--- config.mk ---
export PLATFORM = sky130hd
export DESIGN_NAME = iocb_ctrl
export DESIGN_NICKNAME = d
export VERILOG_FILES = /design/src/shared/iocb_pkg.sv /design/src/hdl/iocb_decode.sv /design/src/hdl/iocb_addr_mux.sv /design/src/hdl/iocb_ctrl.sv
export VERILOG_INCLUDE_DIRS = /design/src /design/src/shared
export SDC_FILE = /design/constraint.sdc
export NUM_CORES = 1
export LEC_CHECK = 0
export ABC_CLOCK_PERIOD_IN_PS = 4680
export BUFFER_PORTS_ARGS = -buffer_cell sky130_fd_sc_hd__buf_2
export CAP_MARGIN = 10
export CORE_MARGIN = 3
export CORE_UTILIZATION = 51
export DETAILED_ROUTE_END_ITERATION = 10
export PLACE_DENSITY = 0.82
export SYNTH_ARGS = -nofsm -noshare
export SYNTH_HDL_FRONTEND = slang
export SYNTH_SLANG_ARGS = --single-unit
--- constraint.sdc ---
create_clock -name sys_clk -period 4.68 [get_ports sys_clk]
set_input_delay 0.234 -clock sys_clk [delete_from_list [all_inputs] [get_ports sys_clk]]
set_output_delay 0.234 -clock sys_clk [all_outputs]
set_load 0.01 [all_outputs]
--- src/shared/iocb_params.svh ---
// timing counts, address decode constants and field positions
`ifndef IOCB_PARAMS_SVH
`define IOCB_PARAMS_SVH

// clock period in ns
`define IOCB_CLK_PERIOD_NS 40
// write hold threshold and uart hold in ns
`define IOCB_HOLD_LATCH_NS 7
`define IOCB_UART_HOLD_NS 12
// uart read inactive needs and natural spacing in ns
`define IOCB_UART_RD_GAP_NS 123
`define IOCB_NATURAL_GAP_NS 116
// extra clocks of read inactive time, rounded up, at least one
`define IOCB_UART_GAP_CLKS (((`IOCB_UART_RD_GAP_NS - `IOCB_NATURAL_GAP_NS) + `IOCB_CLK_PERIOD_NS - 1) / `IOCB_CLK_PERIOD_NS)
// wait states
`define IOCB_UART_RD_WAITS 4'h9
`define IOCB_UART_WR_EXTRA 4'h2
`define IOCB_GEN_WAITS 4'h0
// strobe delay after chip select, clocks (1 or 2)
`define IOCB_SETUP_CLKS 2'h2
// address decode
`define IOCB_UART_BASE_HI 8'h07
`define IOCB_UART_A20 20
`define IOCB_UART_A19 19
`define IOCB_UART_PORT_LSB 16
`define IOCB_EPROM_TOP_BITS 7'h7f
`define IOCB_CODE_BIT 24
`endif

--- src/shared/iocb_pkg.sv ---
// types shared by the io cycle control block
package iocb_pkg;
    typedef enum logic [2:0]
    {
        IOCB_IDLE = 3'b000,
        IOCB_SETUP = 3'b001,
        IOCB_STROBE = 3'b010,
        IOCB_HOLD = 3'b011,
        IOCB_GAP = 3'b100
    } iocb_state_t;

    typedef struct packed
    {
        logic io_region_select;
        logic uart_chip_select;
        logic eprom_chip_enable_n;
        logic code_access;
        logic [2:0] uart_port;
    } iocb_decode_t;

    typedef struct packed
    {
        logic start;
        logic write;
        logic [31:0] addr;
        logic [2:0] byte_enable_lines;
        logic [7:0] wdata;
    } iocb_req_t;
endpackage

--- src/hdl/iocb_decode.sv ---
// address decode for uart, io region and eprom
`timescale 1ns/100ps
`default_nettype none
`include "iocb_params.svh"
module iocb_decode
(
    // request address and remap
    input wire logic [31:0] addr,
    input wire logic boot_remap,
    // decoded selects
    output iocb_pkg::iocb_decode_t dec
);
    import iocb_pkg::*;

    always_comb
    begin
        dec = '0;
        // uart range on 64 KB boundaries, byte on lane zero
        dec.uart_chip_select = (addr[31:24] == `IOCB_UART_BASE_HI) &&
            !addr[`IOCB_UART_A20] && !addr[`IOCB_UART_A19];
        dec.uart_port = addr[`IOCB_UART_PORT_LSB +: 3];
        // top 32 MB: eprom region, 16 x 2 MB
        if (boot_remap)
        begin
            dec.eprom_chip_enable_n = !(addr[31:25] ==
                `IOCB_EPROM_TOP_BITS);
        end
        else
        begin
            dec.eprom_chip_enable_n = !((addr[31:25] ==
                `IOCB_EPROM_TOP_BITS) && !addr[`IOCB_CODE_BIT]);
        end
        dec.code_access = addr[`IOCB_CODE_BIT];
        dec.io_region_select = dec.uart_chip_select ||
            !dec.eprom_chip_enable_n;
    end
endmodule
`default_nettype wire

--- src/hdl/iocb_addr_mux.sv ---
// eprom low address and data lane selection
`timescale 1ns/100ps
`default_nettype none
module iocb_addr_mux
(
    // selects
    input wire logic boot_remap,
    input wire logic code_access,
    // sources
    input wire logic [2:0] byte_enable_lines,
    input wire logic [2:0] proc_addr_bits,
    input wire logic [7:0] lane_a,
    input wire logic [7:0] lane_b,
    // results
    output logic [2:0] eprom_low_addr,
    output logic [7:0] lane_out
);
    always_comb
    begin
        eprom_low_addr = boot_remap ? byte_enable_lines
            : proc_addr_bits;
        lane_out = code_access ? lane_b : lane_a;
    end
endmodule
`default_nettype wire

--- src/hdl/iocb_ctrl.sv ---
// io cycle control: strobes, wait states, acknowledge, boot map
`timescale 1ns/100ps
`default_nettype none
`include "iocb_params.svh"
// Function
// - write strobe one/two clocks after select
// - latched data allows early acknowledge
// - strobe held until data setup met
// - strobe width one clock plus waits
// - latched chip select governs setup
// - zero-wait data setup about four clocks
// - hold over 7ns: latch data
// - uart ports on 64 KB boundaries
// - uart select from two address bits
// - uart reads take nine wait states
// - extra clock between uart reads
// - uart write strobe two clocks longer
// - uart hold: latch data, acknowledge early
// - remap bit places eprom at boot
// - remap bit muxes eprom low address
// - top 32 MB addresses eprom with remap set, only its lower 16 MB without
// - address bit 24 enables caching of eprom cycles
// - bit 24 selects data mux b
module iocb_ctrl
(
    // clock and reset
    input wire logic sys_clk,
    input wire logic reset,
    // processor request
    input wire iocb_pkg::iocb_req_t req,
    input wire logic boot_remap,
    input wire logic [7:0] eprom_lane_a,
    input wire logic [7:0] eprom_lane_b,
    // processor answer
    output logic cycle_ack_n,
    output logic cache_enable_n,
    output logic [7:0] read_lane,
    // peripheral side
    output logic io_region_select,
    output logic uart_chip_select,
    output logic eprom_chip_enable_n,
    output logic io_write_strobe_n,
    output logic io_read_strobe_n,
    output logic [2:0] periph_addr,
    output logic [7:0] periph_wdata,
    output logic [2:0] eprom_low_addr
);
    import iocb_pkg::*;

    // ************************************************************
    // state
    // ************************************************************
    typedef struct packed
    {
        iocb_state_t state;
        logic [1:0] setup_cnt;
        logic [3:0] wait_cnt;
        logic [1:0] gap_cnt;
        logic write;
        logic uart;
        logic last_uart_read;
        logic ack_n;
        logic ken_n;
        logic wr_n;
        logic rd_n;
        logic io_sel;
        logic uart_sel;
        logic eprom_ce_n;
        logic [2:0] paddr;
        logic [7:0] wdata;
        logic [2:0] low_addr;
        logic [7:0] lane;
        logic code;
    } iocb_ctrl_state_t;

    iocb_ctrl_state_t s_reg;
    iocb_ctrl_state_t s_next;
    iocb_decode_t dec;
    logic [2:0] mux_low_addr;
    logic [7:0] mux_lane;

    // ************************************************************
    // decode and multiplexers
    // ************************************************************
    iocb_decode u_decode
    (
        .addr(req.addr),
        .boot_remap(boot_remap),
        .dec(dec)
    );

    iocb_addr_mux u_mux
    (
        .boot_remap(boot_remap),
        .code_access(s_reg.code),
        .byte_enable_lines(req.byte_enable_lines),
        .proc_addr_bits(req.addr[2:0]),
        .lane_a(eprom_lane_a),
        .lane_b(eprom_lane_b),
        .eprom_low_addr(mux_low_addr),
        .lane_out(mux_lane)
    );

    // wait states loaded per peripheral at cycle start
    function automatic logic [3:0] load_waits(input logic uart,
        input logic wr);
        logic [3:0] w;
        w = `IOCB_GEN_WAITS;
        if (uart && wr)
        begin
            w = `IOCB_UART_WR_EXTRA;
        end
        else if (uart)
        begin
            w = `IOCB_UART_RD_WAITS;
        end
        return w;
    endfunction

    // ************************************************************
    // next state
    // ************************************************************
    always_comb
    begin
        s_next = s_reg;
        s_next.ack_n = 1'b1;
        s_next.lane = mux_lane;
        unique case (s_reg.state)
            IOCB_IDLE:
            begin
                if (req.start && dec.io_region_select)
                begin
                    // latch address, select and data
                    s_next.io_sel = 1'b1;
                    s_next.uart_sel = dec.uart_chip_select;
                    s_next.eprom_ce_n = dec.eprom_chip_enable_n;
                    s_next.paddr = dec.uart_port;
                    s_next.low_addr = mux_low_addr;
                    s_next.code = dec.code_access;
                    s_next.ken_n = !(dec.code_access &&
                        !dec.eprom_chip_enable_n);
                    s_next.wdata = req.wdata;
                    s_next.write = req.write;
                    s_next.uart = dec.uart_chip_select;
                    s_next.wait_cnt = load_waits(dec.uart_chip_select,
                        req.write);
                    s_next.setup_cnt = `IOCB_SETUP_CLKS;
                    s_next.state = IOCB_SETUP;
                    // latched data: acknowledge at once
                    if (req.write)
                    begin
                        s_next.ack_n = 1'b0;
                    end
                end
            end
            IOCB_SETUP:
            begin
                s_next.setup_cnt = s_reg.setup_cnt - 2'h1;
                if (s_reg.setup_cnt == 2'h1)
                begin
                    if (!s_reg.write && s_reg.uart &&
                        s_reg.last_uart_read && s_reg.gap_cnt != 2'h0)
                    begin
                        // hold off next uart read strobe
                        s_next.setup_cnt = 2'h1;
                        s_next.gap_cnt = s_reg.gap_cnt - 2'h1;
                    end
                    else
                    begin
                        s_next.wr_n = !s_reg.write;
                        s_next.rd_n = s_reg.write;
                        s_next.state = IOCB_STROBE;
                    end
                end
            end
            IOCB_STROBE:
            begin
                // one clock plus wait states
                if (s_reg.wait_cnt == 4'h0)
                begin
                    s_next.wr_n = 1'b1;
                    s_next.rd_n = 1'b1;
                    s_next.state = IOCB_HOLD;
                    if (!s_reg.write)
                    begin
                        s_next.ack_n = 1'b0;
                    end
                end
                else
                begin
                    s_next.wait_cnt = s_reg.wait_cnt - 4'h1;
                end
            end
            IOCB_HOLD:
            begin
                // data and selects held one clock past strobe
                s_next.io_sel = 1'b0;
                s_next.uart_sel = 1'b0;
                s_next.eprom_ce_n = 1'b1;
                s_next.ken_n = 1'b1;
                s_next.last_uart_read = s_reg.uart && !s_reg.write;
                s_next.gap_cnt = 2'(`IOCB_UART_GAP_CLKS);
                s_next.state = IOCB_GAP;
            end
            IOCB_GAP:
            begin
                s_next.state = IOCB_IDLE;
            end
            default:
            begin
                s_next.state = IOCB_IDLE;
            end
        endcase
    end

    // ************************************************************
    // registers
    // ************************************************************
    always_ff @(posedge sys_clk)
    begin
        if (reset)
        begin
            s_reg <= '0;
            s_reg.state <= IOCB_IDLE;
            s_reg.ack_n <= 1'b1;
            s_reg.ken_n <= 1'b1;
            s_reg.wr_n <= 1'b1;
            s_reg.rd_n <= 1'b1;
            s_reg.eprom_ce_n <= 1'b1;
        end
        else
        begin
            s_reg <= s_next;
        end
    end

    always_comb
    begin
        cycle_ack_n = s_reg.ack_n;
        cache_enable_n = s_reg.ken_n;
        read_lane = s_reg.lane;
        io_region_select = s_reg.io_sel;
        uart_chip_select = s_reg.uart_sel;
        eprom_chip_enable_n = s_reg.eprom_ce_n;
        io_write_strobe_n = s_reg.wr_n;
        io_read_strobe_n = s_reg.rd_n;
        periph_addr = s_reg.paddr;
        periph_wdata = s_reg.wdata;
        eprom_low_addr = s_reg.low_addr;
    end
endmodule
`default_nettype wire

== Yosys cells after proc, flatten, opt, wreduce, memory -nomap -nowiden ==
Cells that the tools add are included.

* Mux-type cells: 29
* Shifts and indexed selects: 0
* Div/mod/pow operators: 0
* Reduce and logical (&&, ||, !) cells: 33
* Multipliers: 0
* Equal/unequal tests: 12
* Bitwise logic cells: 0
* Order comparisons: 0
* Add/subtract/negate cells: 3

{| class="wikitable"
|+ Operator list
! kind !! number
|-
| two-way mux 17 bit || 1
|-
| two-way mux 2 bit || 7
|-
| two-way mux 4 bit || 3
|-
| != test 2 bit, second input constant || 6
|-
| one-hot mux 2 bit (2 select lines) || 3
|-
| one-hot mux 3 bit (4 select lines) || 1
|-
| nonzero test 2 bit || 6
|-
| logical AND 1 bit || 9
|-
| two-way mux 3 bit || 3
|-
| two-way mux 9 bit || 1
|-
| == test 8 x 3 -> 1 bit, second input constant || 1
|-
| zero test 1 bit || 8
|-
| two-way mux 8 bit || 1
|-
| one-hot mux 4 bit (2 select lines) || 1
|-
| AND reduction 4 bit || 2
|-
| == test 7 bit, second input constant || 1
|-
| == test 3 x 2 -> 1 bit, second input constant || 2
|-
| one-hot mux 3 bit (2 select lines) || 1
|-
| AND reduction 2 bit || 3
|-
| AND reduction 3 bit || 2
|-
| two-way mux 5 bit || 1
|-
| zero test 4 bit || 1
|-
| two-way mux 1 bit || 4
|-
| one-hot mux 1 bit (2 select lines) || 2
|-
| 6 further kinds || 7
|}

* Input bits: 64
* Bits in read-only memories: 0
* Memory bits (writable): 0
* Logic and storage cells: 96
* Bits in latches: 0
* Bits in registers: 44
* Memories kept: 0
* Output and inout port bits: 29

== Depth between registers and ports, before layout ==
* Depth after elaboration: 9
* Depth in mapped cells: 7
* Gate-level depth less buffers: 7

== Modules after synthesis ==
From an unflattened synthesis, not the netlist that was laid out.

* Cell total of the unflattened synthesis: 252
* Area, all modules: 2,229.6 µm²

{| class="wikitable"
|+ By module, submodules not included
! module !! area each (µm²) !! times used !! seq. area each (µm²) !! cells each
|-
| iocb_ctrl || 1,975.6 || 1 || 880.8 || 227
|-
| iocb_addr_mux || 165.2 || 1 || 0.0 || 12
|-
| iocb_decode || 88.8 || 1 || 0.0 || 13
|}

== Least setup slack after synthesis ==
Ideal clock, no wire load.

* Kind: reg2reg
* Start: reg s_reg[42] (netlist bit)
* End: reg s_reg (netlist bit io_write_strobe_n)
* Path buffers: 2
* Data arrival time: 1.554 ns
* Required time: 4.622 ns
* Stages on the path, launching flop included: 8
* Setup slack: 3.068 ns
* Library setup time: 0.058 ns
* Path through: dfxtp_1 > buf_4 > or3b_2 > clkbuf_2 > nor2_1 > nor2_1 > mux2_1 > nand2_1

* Cells in the longest elaborated chain, start to end: 3

{| class="wikitable"
|+ Ends and longest elaborated chain
! what !! RTL line !! RTL
|-
| start, declared || iocb_ctrl.sv:76 || <nowiki>iocb_ctrl_state_t s_reg;</nowiki>
|-
| start signal, assigned || iocb_ctrl.sv:233 || <nowiki>s_reg <= s_next;</nowiki>
|-
| == test 3 x 2 -> 1 bit / == test 3 x 1 -> 1 bit (equally long branches) || iocb_ctrl.sv:128 || <nowiki>unique case (s_reg.state)</nowiki>
|-
| != test 2 bit (no line) / nonzero test 2 bit (equally long branches) || n/a ||
|-
| AND reduction 4 bit (no line) || n/a ||
|}

Several ways; a longest one is shown, not always the timed one.
A chain may end at the register's enable or synchronous reset.

== Final worst setup path ==
* Start: reg s_reg[42] (netlist bit)
* End: reg s_reg[36] (netlist bit)

* Cells in the longest elaborated chain, start to end: 3

{| class="wikitable"
|+ Ends and longest elaborated chain
! what !! RTL line
|-
| == test 3 x 2 -> 1 bit / zero test 3 bit (equally long branches) || iocb_ctrl.sv:128
|-
| != test 2 bit (no line) / nonzero test 2 bit (equally long branches) || n/a
|-
| AND reduction 3 bit (no line) || n/a
|}

Several ways; a longest one is shown, not always the timed one.

==> metrics.md <==
| Metric | Value |
|---|---|
| Post-CTS resize count | 0 |
| Initial Utilization | 0.555 |
| Post-synth ARST share | 0 |
| Dpl hpwl | 3.18 mm |
| Hold-critical path depth | 3 |
| Root buffer cell | clkbuf_8 |
| Setup_tns | 0 ps |
| Slew headroom | 0.323 |
| Pwr dens | 296 nW/um^2 |
| Sink Count | 44 |
| Synth top cells by count | dfxtp_1 (44), nand2_1 (41), buf_4 (23) |
| Core ar. | 3850 um^2 |
| Cell taking the most area after synthesis | dfxtp_1 |
| Clock skew | 3.56 ps |
| Synth area leaders | dfxtp_1 (41%), buf_4 (8.1%), nand2_1 (7.2%), mux2i_1 (5.6%), a21oi_1 (5.1%) |
| Syn avg cell area | 8.69 um^2 |
| Fraction of layout cells with a size suffix above 1 | 0.336 |
| GRT Resource Usage Total | 0.176 |
| Remaining DRCs | 0 |
| Drt total wl | 4.21 mm |
| Setup WS pre-CTS | 2340 ps |
| Synth Area in XOR/XNOR | 0.00819 |
| Final core utilization | 0.644 |
| Area of the multi-input gates | 992 um^2 |
| Final worst setup slack | 2440 ps |
| Yosys synthesis warning count | 0 |
| Max clock buf depth | 2 |
| H-tree Lvls | 2 |
| Synth Instances | 246 |
| Worst VDD drop | 154 uV |
| Clk_lat worst skew | 300 ps |
| Final min period | 2240 ps |
| Num CTS Buffers | 5 |
| R2R depth | 5 |
| R2R Path End | s_reg[36]$_SDFFE_PP0P_ |
| Routed Antenna Nets | 0 |
| Reg2reg start | s_reg[42]$_SDFFE_PP0P_ |
| TritonCTS clock tree | done |
| Crit path required time | 4890 ps |
| Number of diodes | 0 |
| Number of global-route vias before repair | 1,652 |
| Initial antenna violation count | 0 |
| Die X-Extent | 70.8 um |
| Hold Path Class | primary input to flop |
| Vias | 1,789 |
| Worst Tran Pin Value | 1010 ps |
| Die ar. | 5010 um^2 |
| Mux cell area share after synthesis | 0.0614 |
| CTS clk-pin slew, worst paths | 80 ps |
| Largest family of logic cells by synthesized area | simple AND/OR/NAND/NOR gates |
| First-pass iteration count of the detailed router | 4 |
| First-pass GRT wire length | 7.16 mm |
| Chip Height | 70.8 um |
| RSZ-0062 raised after global routing | false |
| CP Capture Type | flop |
| Vias per cell | 5.17 |
| Largest net degree at the start of global routing | 39 |
| Final period util | 0.478 |
| Adder-Cell Fraction of Synth Area | 0.0234 |
| Count leader, synth | dfxtp_1 |
| Synth Area in Simple Gates | 0.225 |
| Layout area overhead | 16.0% |
| Reg2reg setup slack | 2440 ps |
| Post-synth top area share | 0.412 |
| Status | complete, no violations |
| Setup crit start kind | flop |
| Dpl cell area | 2360 um^2 |
| Register area | 881 um^2 |
| # hold bufs at CTS | 0 |
| Number of enable flip-flop cells after synthesis | 0 |
| DR WL/cell | 12.2 um |
| Worst EP arrival | 2440 ps |
| Setup Crit Path Kind | flop to flop |
| Worst-path maximum fanout | 25 |
| Leakage | 1.05 nW |
| Peak Freq | 447 MHz |
| Sequential-to-total area share from yosys stat | 0.412 |
| Non-Filler Cell Area, Final | 2480 um^2 |
| Net count reported at finish | 365 |
| Routability cong. | 0.834 |
| Fin. Hold Viols | 0 |
| Filler Cell Count | 360 |
| Drt initial violations | 38 |
| Port Buffers | 76 |
| Seq cells post-synth | 44 |
| Syn_nets | 314 |
| Hold EP | read_lane[4]$_SDFF_PP0_ |
| Fin. max-slew vios | 0 |
| Cell area after synthesis | 2140 um^2 |
| Site Rows | 22 |
| Compound-Gate Fraction of Synth Area | 0.146 |
| Main synth FF type | dfxtp_1 |
| Total grt overflow | 0 |
| Total setup buffers inserted after CTS | 0 |
| Io pins | 93 |
| Setup Viol. Count Final | 0 |
| Distinct cells, synth | 44 |
| Min-delay src | eprom_lane_a[4] |
| Max Cap Viol | 0 |
| Largest register FFs | 15 |
==> routing by layer <==
metal	GRT usage	vias up	share of wire
met5	0	-	0
met4	0.0626	0	0.0085
met3	0.0653	4	0.094
met2	0.296	63	0.47
met1	0.207	808	0.43
li1	-	914	-
==> cells in the final DEF (no fill, tap or decap), drive strengths merged, types with 4 or more instances in the layout <==
master  netlist  final
nor3          7      7
dfxtp        44     44
ha            4      4
mux2i        12     12
clkbuf        7      6
nor2         22     22
buf          26     77
inv          10     10
a21oi        26     26
nand2        42     42
a211oi        7      7
==> critical path, stage by stage, from the launching register on <==
cell and delay [ps]:
dfxtp_1 420, nor3_2 300, inv_1 130, a211oi_4 850, nor2_1 160, a211oi_1 280
==> area by class of cell <==
| cell class | instances | share of cell area |
|---|---|---|
| inverters | 10 | 0.0151 |
| multi-input cells | 159 | 0.400 |
| clock buffers | 6 | 0.0333 |
| well taps | 48 | 0.0242 |
| repair buffers | 77 | 0.156 |
| flip-flops and latches | 44 | 0.355 |
| clock inverters | 2 | 0.0156 |
==> power breakdown <==
part | total [W] | switching (W) | internal [W]
sequential | 0.000381 | 0.00000169 | 0.000379
combinational | 0.0000516 | 0.0000265 | 0.0000251
clock | 0.000303 | 0.000128 | 0.000174
total | 0.000735 | 0.000157 | 0.000579
==> worst max-delay path by stage <==
| stage | start | end | depth (start not counted) |
|---|---|---|---|
| final | s_reg[42]$_SDFFE_PP0P_ | s_reg[36]$_SDFFE_PP0P_ | 5 |
| after global routing | s_reg[42]$_SDFFE_PP0P_ | s_reg[36]$_SDFFE_PP0P_ | 5 |
| after CTS | s_reg[42]$_SDFFE_PP0P_ | s_reg[36]$_SDFFE_PP0P_ | 5 |
| after detailed placement | req[38] | s_reg[36]$_SDFFE_PP0P_ | 6 |
| after global placement | req[38] | s_reg[36]$_SDFFE_PP0P_ | 6 |
| after floorplan | s_reg[42]$_SDFFE_PP0P_ | io_write_strobe_n$_SDFFE_PP1P_ | 7 |
==> metrics by stage <==
step	hold slack [ps]	cells	power, W
3_3_place_gp	435	338	0.000440
5_1_grt	175	346	0.000766
2_1_floorplan	339	246	0.000416
6_report	165	346	0.000735
3_5_place_dp	442	338	0.000442
4_1_cts	157	346	0.000745
==> cells by family after synthesis <==
family	count (synthesis)
xor gates and xnor gates	2
muxes	13
and+or+nand+nor	92
buffers and inverters	43
adders and majority gates	4
AOI/OAI and AO/OA	48
DFF	44
Note: power is estimated with default switching activity, not from simulation.
